--- config.mk ---
export PLATFORM = sky130hd
export DESIGN_NAME = rtc_ctrl
export DESIGN_NICKNAME = d
export VERILOG_FILES = /design/src/common/rtc_osc_pkg.sv /design/src/common/timer_if.sv /design/src/rtl/rtc_ctrl.sv /design/src/rtl/rtc_timer_core.sv
export SDC_FILE = /design/constraint.sdc
export NUM_CORES = 1
export LEC_CHECK = 0
export BUFFER_PORTS_ARGS = -buffer_cell sky130_fd_sc_hd__buf_2
export CAP_MARGIN = 15
export CORE_MARGIN = 2
export CORE_UTILIZATION = 30
export CTS_CLUSTER_SIZE = 14
export DETAILED_ROUTE_END_ITERATION = 8
export GPL_TIMING_DRIVEN = 0
export SYNTH_ARGS = -nofsm -noshare
export SYNTH_HDL_FRONTEND = slang
export SYNTH_SLANG_ARGS = --single-unit
--- constraint.sdc ---
create_clock -name ref_clk -period 5.3 [get_ports ref_clk]
set_input_delay 0.53 -clock ref_clk [delete_from_list [all_inputs] [get_ports ref_clk]]
set_output_delay 0.53 -clock ref_clk [all_outputs]
set_load 0.02 [all_outputs]
--- src/common/rtc_osc_pkg.sv ---
// Package with register map, fields and timing for the RTC control block
package rtc_osc_pkg;
  localparam logic [7:0] ADDR_SNAP0 = 8'h00;
  localparam logic [7:0] ADDR_SNAP3 = 8'h03;
  localparam logic [7:0] ADDR_CTRL = 8'h04;
  localparam logic [7:0] ADDR_OSC = 8'h05;
  localparam logic [7:0] ADDR_IRQ_STAT = 8'h10;
  localparam logic [7:0] ADDR_IRQ_EN = 8'h11;
  localparam logic [7:0] ADDR_IRQ_CLR = 8'h12;
  localparam int BIT_ALARM = 2;
  localparam int BIT_LOAD = 1;
  localparam int BIT_SNAP = 0;
  localparam int BIT_GAIN = 7;
  localparam int BIT_MODE = 6;
  localparam int BIT_BIAS = 5;
  localparam int BIT_VALID = 4;
  localparam logic [7:0] OSC_WMASK = 8'hE0;
  localparam logic [7:0] OSC_RESET = 8'h00;
  localparam int IRQ_ALARM = 0;
  localparam int IRQ_LOAD = 1;
  localparam int IRQ_SNAP = 2;
  localparam int OP_LAT = 2;
  typedef enum logic [1:0] {
    OP_IDLE = 2'b00,
    OP_LOAD = 2'b01,
    OP_SNAP = 2'b10
  } op_t;
endpackage

--- src/common/timer_if.sv ---
// Interface between control block and its timer core
`timescale 1ns/1ns
interface timer_if;
  logic load;
  logic [31:0] load_val;
  logic [31:0] count;
  logic alarm;
  modport ctrl (output load, output load_val, input count, input alarm);
  modport core (input load, input load_val, output count, output alarm);
endinterface

--- src/rtl/rtc_ctrl.sv ---
// Control, oscillator and snapshot registers of the RTC
`timescale 1ns/1ns
module rtc_ctrl
  import rtc_osc_pkg::*;
(
  // Clock and reset
  input wire logic ref_clk,
  input wire logic rst_n,
  // Register port
  input wire logic [7:0] addr,
  input wire logic [7:0] wdata,
  input wire logic wr,
  input wire logic rd,
  output logic [7:0] rdata,
  // Oscillator and alarm auto-reset
  input wire logic osc_amplitude_ok,
  output logic osc_gain_ctrl_enable,
  output logic osc_mode_select,
  output logic osc_bias_double,
  output logic alarm_auto_reset,
  // Interrupt
  output logic irq
);
  timer_if tmr();
  rtc_timer_core u_core (.ref_clk(ref_clk), .rst_n(rst_n), .tmr(tmr));

  typedef struct packed {
    logic [3:0][7:0] snap;
    logic [7:0] osc;
    logic alarm_flag;
    logic auto_rst;
    op_t op;
    logic [1:0] cnt;
    logic load;
    logic amp_s;
    logic [2:0] stat;
    logic [2:0] en;
    logic [7:0] rdata;
    logic irq;
  } st_t;
  st_t q, d;
  logic [1:0] idx;
  logic [2:0] ev;

  always_comb begin
    d = q;
    ev = '0;
    idx = addr[1:0];
    d.load = 1'b0;
    d.amp_s = osc_amplitude_ok;
    d.rdata = 8'h00;
    // Alarm flag is sticky; auto-reset drops it once the compare ends
    if (tmr.alarm) begin
      d.alarm_flag = 1'b1;
      ev[IRQ_ALARM] = 1'b1;
    end else if (q.auto_rst) begin
      d.alarm_flag = 1'b0;
    end
    // Load or snapshot runs OP_LAT cycles, then its trigger clears
    if (q.op != OP_IDLE) begin
      if (q.cnt == 2'(OP_LAT - 1)) begin
        d.op = OP_IDLE;
        d.cnt = '0;
        if (q.op == OP_LOAD) begin
          d.load = 1'b1;
          ev[IRQ_LOAD] = 1'b1;
        end else begin
          d.snap = tmr.count;
          ev[IRQ_SNAP] = 1'b1;
        end
      end else begin
        d.cnt = q.cnt + 2'd1;
      end
    end
    // Register writes; a new trigger is refused while one is busy
    if (wr) begin
      if (addr <= ADDR_SNAP3) begin
        d.snap[idx] = wdata;
      end else if (addr == ADDR_CTRL) begin
        d.auto_rst = wdata[BIT_ALARM];
        if (q.op == OP_IDLE && wdata[BIT_LOAD]) begin
          d.op = OP_LOAD;
        end else if (q.op == OP_IDLE && wdata[BIT_SNAP]) begin
          d.op = OP_SNAP;
        end
      end else if (addr == ADDR_OSC) begin
        d.osc = wdata & OSC_WMASK;
      end else if (addr == ADDR_IRQ_EN) begin
        d.en = wdata[2:0];
      end else if (addr == ADDR_IRQ_CLR) begin
        d.stat = q.stat & ~wdata[2:0];
      end
    end
    // Events are applied after the clear so that set wins
    d.stat = d.stat | ev;
    // Read data are registered and zero outside the cycle after a read
    if (rd) begin
      if (addr <= ADDR_SNAP3) begin
        d.rdata = q.snap[idx];
      end else if (addr == ADDR_CTRL) begin
        d.rdata[BIT_ALARM] = q.alarm_flag;
        d.rdata[BIT_LOAD] = (q.op == OP_LOAD);
        d.rdata[BIT_SNAP] = (q.op == OP_SNAP);
      end else if (addr == ADDR_OSC) begin
        d.rdata = q.osc;
        d.rdata[BIT_VALID] = q.amp_s;
      end else if (addr == ADDR_IRQ_STAT) begin
        d.rdata = {5'h00, q.stat};
      end else if (addr == ADDR_IRQ_EN) begin
        d.rdata = {5'h00, q.en};
      end
    end
    d.irq = |(d.stat & d.en);
  end

  always_ff @(posedge ref_clk) begin
    if (!rst_n) begin
      q <= '0;
      q.osc <= OSC_RESET;
    end else begin
      q <= d;
    end
  end

  assign tmr.load = q.load;
  assign tmr.load_val = q.snap;
  assign rdata = q.rdata;
  assign osc_gain_ctrl_enable = q.osc[BIT_GAIN];
  assign osc_mode_select = q.osc[BIT_MODE];
  assign osc_bias_double = q.osc[BIT_BIAS];
  assign alarm_auto_reset = q.auto_rst;
  assign irq = q.irq;

  property p_load_clears;
    @(posedge ref_clk) disable iff (!rst_n)
      (q.op == OP_IDLE && wr && addr == ADDR_CTRL && wdata[BIT_LOAD])
      |=> (q.op == OP_LOAD) ##2 (q.op == OP_IDLE && tmr.load);
  endproperty
  a_load_clears: assert property (p_load_clears)
    else $error("load trigger did not complete in time");
  property p_snap_clears;
    @(posedge ref_clk) disable iff (!rst_n)
      (q.op == OP_IDLE && wr && addr == ADDR_CTRL && !wdata[BIT_LOAD]
       && wdata[BIT_SNAP]) |=> (q.op == OP_SNAP) ##2 (q.op == OP_IDLE);
  endproperty
  a_snap_clears: assert property (p_snap_clears)
    else $error("snapshot trigger did not complete in time");
  property p_snap_val;
    @(posedge ref_clk) disable iff (!rst_n)
      (q.op == OP_SNAP && q.cnt == 2'(OP_LAT - 1))
      |=> (q.snap == $past(tmr.count));
  endproperty
  a_snap_val: assert property (p_snap_val)
    else $error("snapshot bytes do not hold timer value");
  property p_load_val;
    @(posedge ref_clk) disable iff (!rst_n)
      tmr.load |=> (tmr.count == $past(q.snap));
  endproperty
  a_load_val: assert property (p_load_val)
    else $error("timer not loaded from snapshot bytes");
  property p_alarm_read;
    @(posedge ref_clk) disable iff (!rst_n)
      (rd && addr == ADDR_CTRL) |=> (rdata[BIT_ALARM] == $past(q.alarm_flag));
  endproperty
  a_alarm_read: assert property (p_alarm_read)
    else $error("alarm flag read wrong");
  property p_auto_write;
    @(posedge ref_clk) disable iff (!rst_n)
      (wr && addr == ADDR_CTRL) |=> (alarm_auto_reset == $past(wdata[BIT_ALARM]));
  endproperty
  a_auto_write: assert property (p_auto_write)
    else $error("auto reset not written");
  property p_osc_write;
    @(posedge ref_clk) disable iff (!rst_n)
      (wr && addr == ADDR_OSC) |=> (osc_gain_ctrl_enable == $past(wdata[7])
      && osc_mode_select == $past(wdata[6])
      && osc_bias_double == $past(wdata[5]));
  endproperty
  a_osc_write: assert property (p_osc_write)
    else $error("oscillator control bits not stored");
  property p_osc_read;
    @(posedge ref_clk) disable iff (!rst_n)
      (rd && addr == ADDR_OSC) |=> (rdata[3:0] == 4'h0
      && rdata[BIT_VALID] == $past(q.amp_s));
  endproperty
  a_osc_read: assert property (p_osc_read)
    else $error("oscillator status read wrong");
  // Oscillator bits change only on a write to their register
  property p_osc_hold;
    @(posedge ref_clk) disable iff (!rst_n)
      !(wr && addr == ADDR_OSC) |=> $stable(q.osc);
  endproperty
  a_osc_hold: assert property (p_osc_hold)
    else $error("oscillator bits changed without a write");
  property p_osc_unused;
    @(posedge ref_clk) disable iff (!rst_n)
      (q.osc & ~OSC_WMASK) == 8'h00;
  endproperty
  a_osc_unused: assert property (p_osc_unused)
    else $error("read-only oscillator bits were stored");
  // Trigger bits read back busy while their operation runs
  property p_load_busy_read;
    @(posedge ref_clk) disable iff (!rst_n)
      (rd && addr == ADDR_CTRL && q.op == OP_LOAD)
      |=> (rdata[BIT_LOAD] && !rdata[BIT_SNAP]);
  endproperty
  a_load_busy_read: assert property (p_load_busy_read)
    else $error("load trigger not read back as busy");
  property p_snap_busy_read;
    @(posedge ref_clk) disable iff (!rst_n)
      (rd && addr == ADDR_CTRL && q.op == OP_SNAP)
      |=> (rdata[BIT_SNAP] && !rdata[BIT_LOAD]);
  endproperty
  a_snap_busy_read: assert property (p_snap_busy_read)
    else $error("snapshot trigger not read back as busy");
  property p_idle_read;
    @(posedge ref_clk) disable iff (!rst_n)
      (rd && addr == ADDR_CTRL && q.op == OP_IDLE)
      |=> (rdata[BIT_LOAD] == 1'b0 && rdata[BIT_SNAP] == 1'b0
      && rdata[7:3] == 5'h00);
  endproperty
  a_idle_read: assert property (p_idle_read)
    else $error("trigger bits not clear when idle");
  // A running operation keeps its kind until its last cycle
  property p_busy_refuse;
    @(posedge ref_clk) disable iff (!rst_n)
      (q.op != OP_IDLE && q.cnt != 2'(OP_LAT - 1))
      |=> (q.op == $past(q.op));
  endproperty
  a_busy_refuse: assert property (p_busy_refuse)
    else $error("operation changed before it finished");
  // Alarm flag follows the event and the auto-reset setting
  property p_alarm_set;
    @(posedge ref_clk) disable iff (!rst_n)
      tmr.alarm |=> q.alarm_flag;
  endproperty
  a_alarm_set: assert property (p_alarm_set)
    else $error("alarm event did not raise the flag");
  property p_alarm_hold;
    @(posedge ref_clk) disable iff (!rst_n)
      (q.alarm_flag && !q.auto_rst) |=> q.alarm_flag;
  endproperty
  a_alarm_hold: assert property (p_alarm_hold)
    else $error("alarm flag dropped without auto-reset");
  property p_alarm_auto;
    @(posedge ref_clk) disable iff (!rst_n)
      (!tmr.alarm && q.auto_rst) |=> !q.alarm_flag;
  endproperty
  a_alarm_auto: assert property (p_alarm_auto)
    else $error("auto-reset did not drop the alarm flag");
  // Status bits: an event in the clear cycle still sets its bit
  property p_stat_set;
    @(posedge ref_clk) disable iff (!rst_n)
      tmr.alarm |=> q.stat[IRQ_ALARM];
  endproperty
  a_stat_set: assert property (p_stat_set)
    else $error("alarm status bit not set");
  property p_stat_clear;
    @(posedge ref_clk) disable iff (!rst_n)
      (wr && addr == ADDR_IRQ_CLR && wdata[IRQ_ALARM] && !tmr.alarm)
      |=> !q.stat[IRQ_ALARM];
  endproperty
  a_stat_clear: assert property (p_stat_clear)
    else $error("alarm status bit not cleared");
  property p_stat_read;
    @(posedge ref_clk) disable iff (!rst_n)
      (rd && addr == ADDR_IRQ_STAT) |=> (rdata == {5'h00, $past(q.stat)});
  endproperty
  a_stat_read: assert property (p_stat_read)
    else $error("status register read wrong");
  property p_en_read;
    @(posedge ref_clk) disable iff (!rst_n)
      (rd && addr == ADDR_IRQ_EN) |=> (rdata == {5'h00, $past(q.en)});
  endproperty
  a_en_read: assert property (p_en_read)
    else $error("enable register read wrong");
  // Read data are zero outside the cycle after a read
  property p_rdata_idle;
    @(posedge ref_clk) disable iff (!rst_n)
      !rd |=> (rdata == 8'h00);
  endproperty
  a_rdata_idle: assert property (p_rdata_idle)
    else $error("read data not zero outside a read");
  property p_unmapped_read;
    @(posedge ref_clk) disable iff (!rst_n)
      (rd && addr > ADDR_OSC && addr != ADDR_IRQ_STAT
       && addr != ADDR_IRQ_EN) |=> (rdata == 8'h00);
  endproperty
  a_unmapped_read: assert property (p_unmapped_read)
    else $error("unmapped or write-only address read nonzero");
  // Each snapshot byte takes its own write and reads back in place
  for (genvar g = 0; g < 4; g++) begin : g_snap
    property p_snap_write;
      @(posedge ref_clk) disable iff (!rst_n)
        (wr && addr == ADDR_SNAP0 + 8'(g)) |=> (q.snap[g] == $past(wdata));
    endproperty
    a_snap_write: assert property (p_snap_write)
      else $error("snapshot byte write lost");
    property p_snap_read;
      @(posedge ref_clk) disable iff (!rst_n)
        (rd && addr == ADDR_SNAP0 + 8'(g)) |=> (rdata == $past(q.snap[g]));
    endproperty
    a_snap_read: assert property (p_snap_read)
      else $error("snapshot byte read wrong");
  end
  c_load: cover property (@(posedge ref_clk) tmr.load);
  c_snap: cover property (@(posedge ref_clk) ev[IRQ_SNAP]);
  c_alarm: cover property (@(posedge ref_clk) tmr.alarm);
  c_irq: cover property (@(posedge ref_clk) irq);
  c_auto_clear: cover property (@(posedge ref_clk)
    q.alarm_flag && q.auto_rst);
endmodule

--- src/rtl/rtc_timer_core.sv ---
// Free-running 32-bit timer with load and alarm compare
`timescale 1ns/1ns
module rtc_timer_core
  import rtc_osc_pkg::*;
#(
  parameter logic [31:0] ALARM_VAL = 32'h0000_0100
) (
  // Clock and reset
  input wire logic ref_clk,
  input wire logic rst_n,
  // Timer link
  timer_if.core tmr
);
  typedef struct packed {
    logic [31:0] cnt;
    logic alarm;
  } core_t;
  core_t s_q, s_d;
  always_comb begin
    s_d = s_q;
    s_d.cnt = tmr.load ? tmr.load_val : s_q.cnt + 32'h0000_0001;
    s_d.alarm = (s_q.cnt == ALARM_VAL);
  end
  always_ff @(posedge ref_clk) begin
    if (!rst_n) begin
      s_q <= '0;
    end else begin
      s_q <= s_d;
    end
  end
  assign tmr.count = s_q.cnt;
  assign tmr.alarm = s_q.alarm;
endmodule

==> metrics <==
quantity of I/O buffers inserted on ports=31; Total Wirelength=15.08 mm; Final Cycle Share=41.90%; row count=45; Root Driver=clkbuf_16; Area Growth Syn to Fin=14.72%; Primary FF master, synth=dfxtp_1; number of max-cap violations=0; share of post-route cells with drive strength above 1=13.66%; Initial Util=between 30% and 40%; HP Class=in -> reg; WP data required=around 5.6 ns; Yosys warning count=0; post-cts resize count=0; post-route clock skew=0.005203 ns; Layout Nets=589; Yosys cell types=53; GRT Resource Usage Total=18.47%; Crit Path Category=reg -> reg; clock sinks=between 90 and 100; wire length per cell=19.28 um; DR vias=about 4400; WP data arrival=about 2.5 ns; initial antenna violation count=0; sequential area share after synthesis=about 39%; Syn Inst Count=524; diode count=0; worst slew pin tran=0.7345 ns; worst skew pair latency=0.35 ns; DP HPWL=between 10 and 15 mm; Overflow after GRT=0; Syn Nets=~550; maximum vdd drop=0.0001920 V; vias in the first global route=4153; DRC viols=0; ys async rst share=0%; Synth Area per Inst=8.957 sq um; status=finished clean; leakage=2.483 nW; Post-DRT Antenna Nets=0; Power, Total=between 1 and 1.5 mW; Crit. End Element=register; commonest cells in the netlist=dfxtp_1, nand2_1, nand3_1; global-route wire length before repair=23.29 mm; hold_ws=around 0.4 ns; dpl cell area=5112 sq um; top-count cell post-synth=dfxtp_1; via/cell ratio=~5.6; CTS tree=yes; clock period minus worst slack=2.221 ns; Top Ports=34; Die Span Y=129.1 um; EDFF count, synth=0; final hold vios=0; Setup Buffers After CTS=0; Chip Width=129.1 um; Worst Setup Start Kind=register; Longest Clk Path Bufs=2; total negative slack=0 ns; 1st-pass router iterations=5; slew margin rel.=50.58%; H-tree depth=3; Slew Limit Fails=0; pin count of the biggest net entering global routing=15; power density over cell area=253.9 nW/um^2; top cells by area, synth=dfxtp_1, o211a_1, mux2i_1, nand2_1, nand3_1; Synth top area share=approximately two fifths; CTS Buf Count=9; GP Congestion=0.9082; CP max FO=8; total core area=15260 sq um; Fmax=0.4503 GHz; Initial DRC Count=368; post-route cell area=~5400 sq um; die area=16660 sq um; Post-Syn Area=4693 sq um; Worst-path clk slew=0.06 ns; Yosys reg bits=91; Final setup viols=0; post-cts hold buffer count=0; RSZ-0062 raised after global routing=no; Synth area leader=dfxtp_1
## critical path: stages (launching register included)
cell and delay, ns:
dfxtp_1 0.53, and3_1 0.23, and2_1 0.12, clkbuf_1 0.38
nand3_1 0.26, or4_1 0.46, a31oi_1 0.16
## stage by stage
step                      utilization [%]  setup WS, ns  instances
after floorplan                         -         3.154        524
after global placement              33.51         2.776        766
after detailed placement            33.51         2.765        766
after CTS                           35.29         3.126        782
after global routing                35.29         2.945        782
final                               35.29         3.079        782
## cells in the final DEF (no fill, tap or decap), types with 4 or more instances in the layout
| master | count |
|---|---|
| o21ai_0 | 32 |
| nand2b_1 | 4 |
| mux4_2 | 8 |
| clkinv_2 | 4 |
| buf_4 | 8 |
| o211a_1 | 33 |
| clkbuf_16 | 9 |
| nor2_1 | 12 |
| and3_1 | 12 |
| nor4_1 | 9 |
| xnor2_1 | 7 |
| nor2b_1 | 12 |
| nand4_1 | 15 |
| mux2i_1 | 28 |
| xor2_1 | 14 |
| inv_1 | 7 |
| or3_1 | 8 |
| and2_1 | 13 |
| buf_2 | 36 |
| a31oi_1 | 10 |
| nand2_1 | 59 |
| nand3_1 | 40 |
| o211ai_1 | 4 |
| clkbuf_1 | 31 |
| dfxtp_1 | 91 |
| a21oi_1 | 16 |
| a22o_1 | 4 |
## flip-flops by register name (all words and copies together), names as in the netlist
name / count
osc_gain_ctrl_enable: 1
q: 44
tmr.load: 1
alarm_auto_reset: 1
osc_mode_select: 1
osc_bias_double: 1
u_core.tmr.count: 32
rdata: 8
irq: 1
u_core.tmr.alarm: 1
## worst paths after layout
kind	start	endpoint	slack, ns	depth (start not counted)
max reg2reg	u_core.tmr.count[3]	u_core.tmr.count[29]	3.08	6
max	u_core.tmr.count[3]	u_core.tmr.count[29]	3.08	6
min	osc_amplitude_ok	q[15]	0.40	2
min reg2reg	q[15]	rdata[4]	0.46	1
## report_power, final
group	internal (mW)	leakage [nW]	total, mW	switching, mW
Combinational	0.0242	1.61	0.0708	0.0467
Sequential	0.689	0.734	0.695	0.00578
Clock	0.328	0.139	0.602	0.273
## layer usage
metal | track usage, % | up-vias | wire, um
li1 | - | 2008 | -
met1 | 24.42 | 2124 | 6494
met2 | 29.10 | 195 | 6922
met3 | 3.881 | 34 | 1153
met4 | 8.376 | 0 | 506
met5 | 0 | - | 0
## cell type report
class	count	area (sq um)
multi-input combinational	382	2644
timing repair buffer	31	155.1
fill	1540	9874
clock inverter	5	28.78
inverter	7	26.28
buffer	44	201.4
tap	211	264.0
clock buffer	11	242.7
sequential	91	1822
## kinds of logic after synthesis
| logic type | share of synthesized area, % |
|---|---|
| flip-flops | 38.82 |
| AND/OR/NAND/NOR | 24.50 |
| AO/OA/AOI/OAI | 17.09 |
| buffers and inverters | 4.852 |
| adder cells (fa/ha/maj) | 0.5331 |
| XOR/XNOR | 3.919 |
| multiplexers | 10.29 |
No activity file was read; power rests on OpenSTA's default activity.
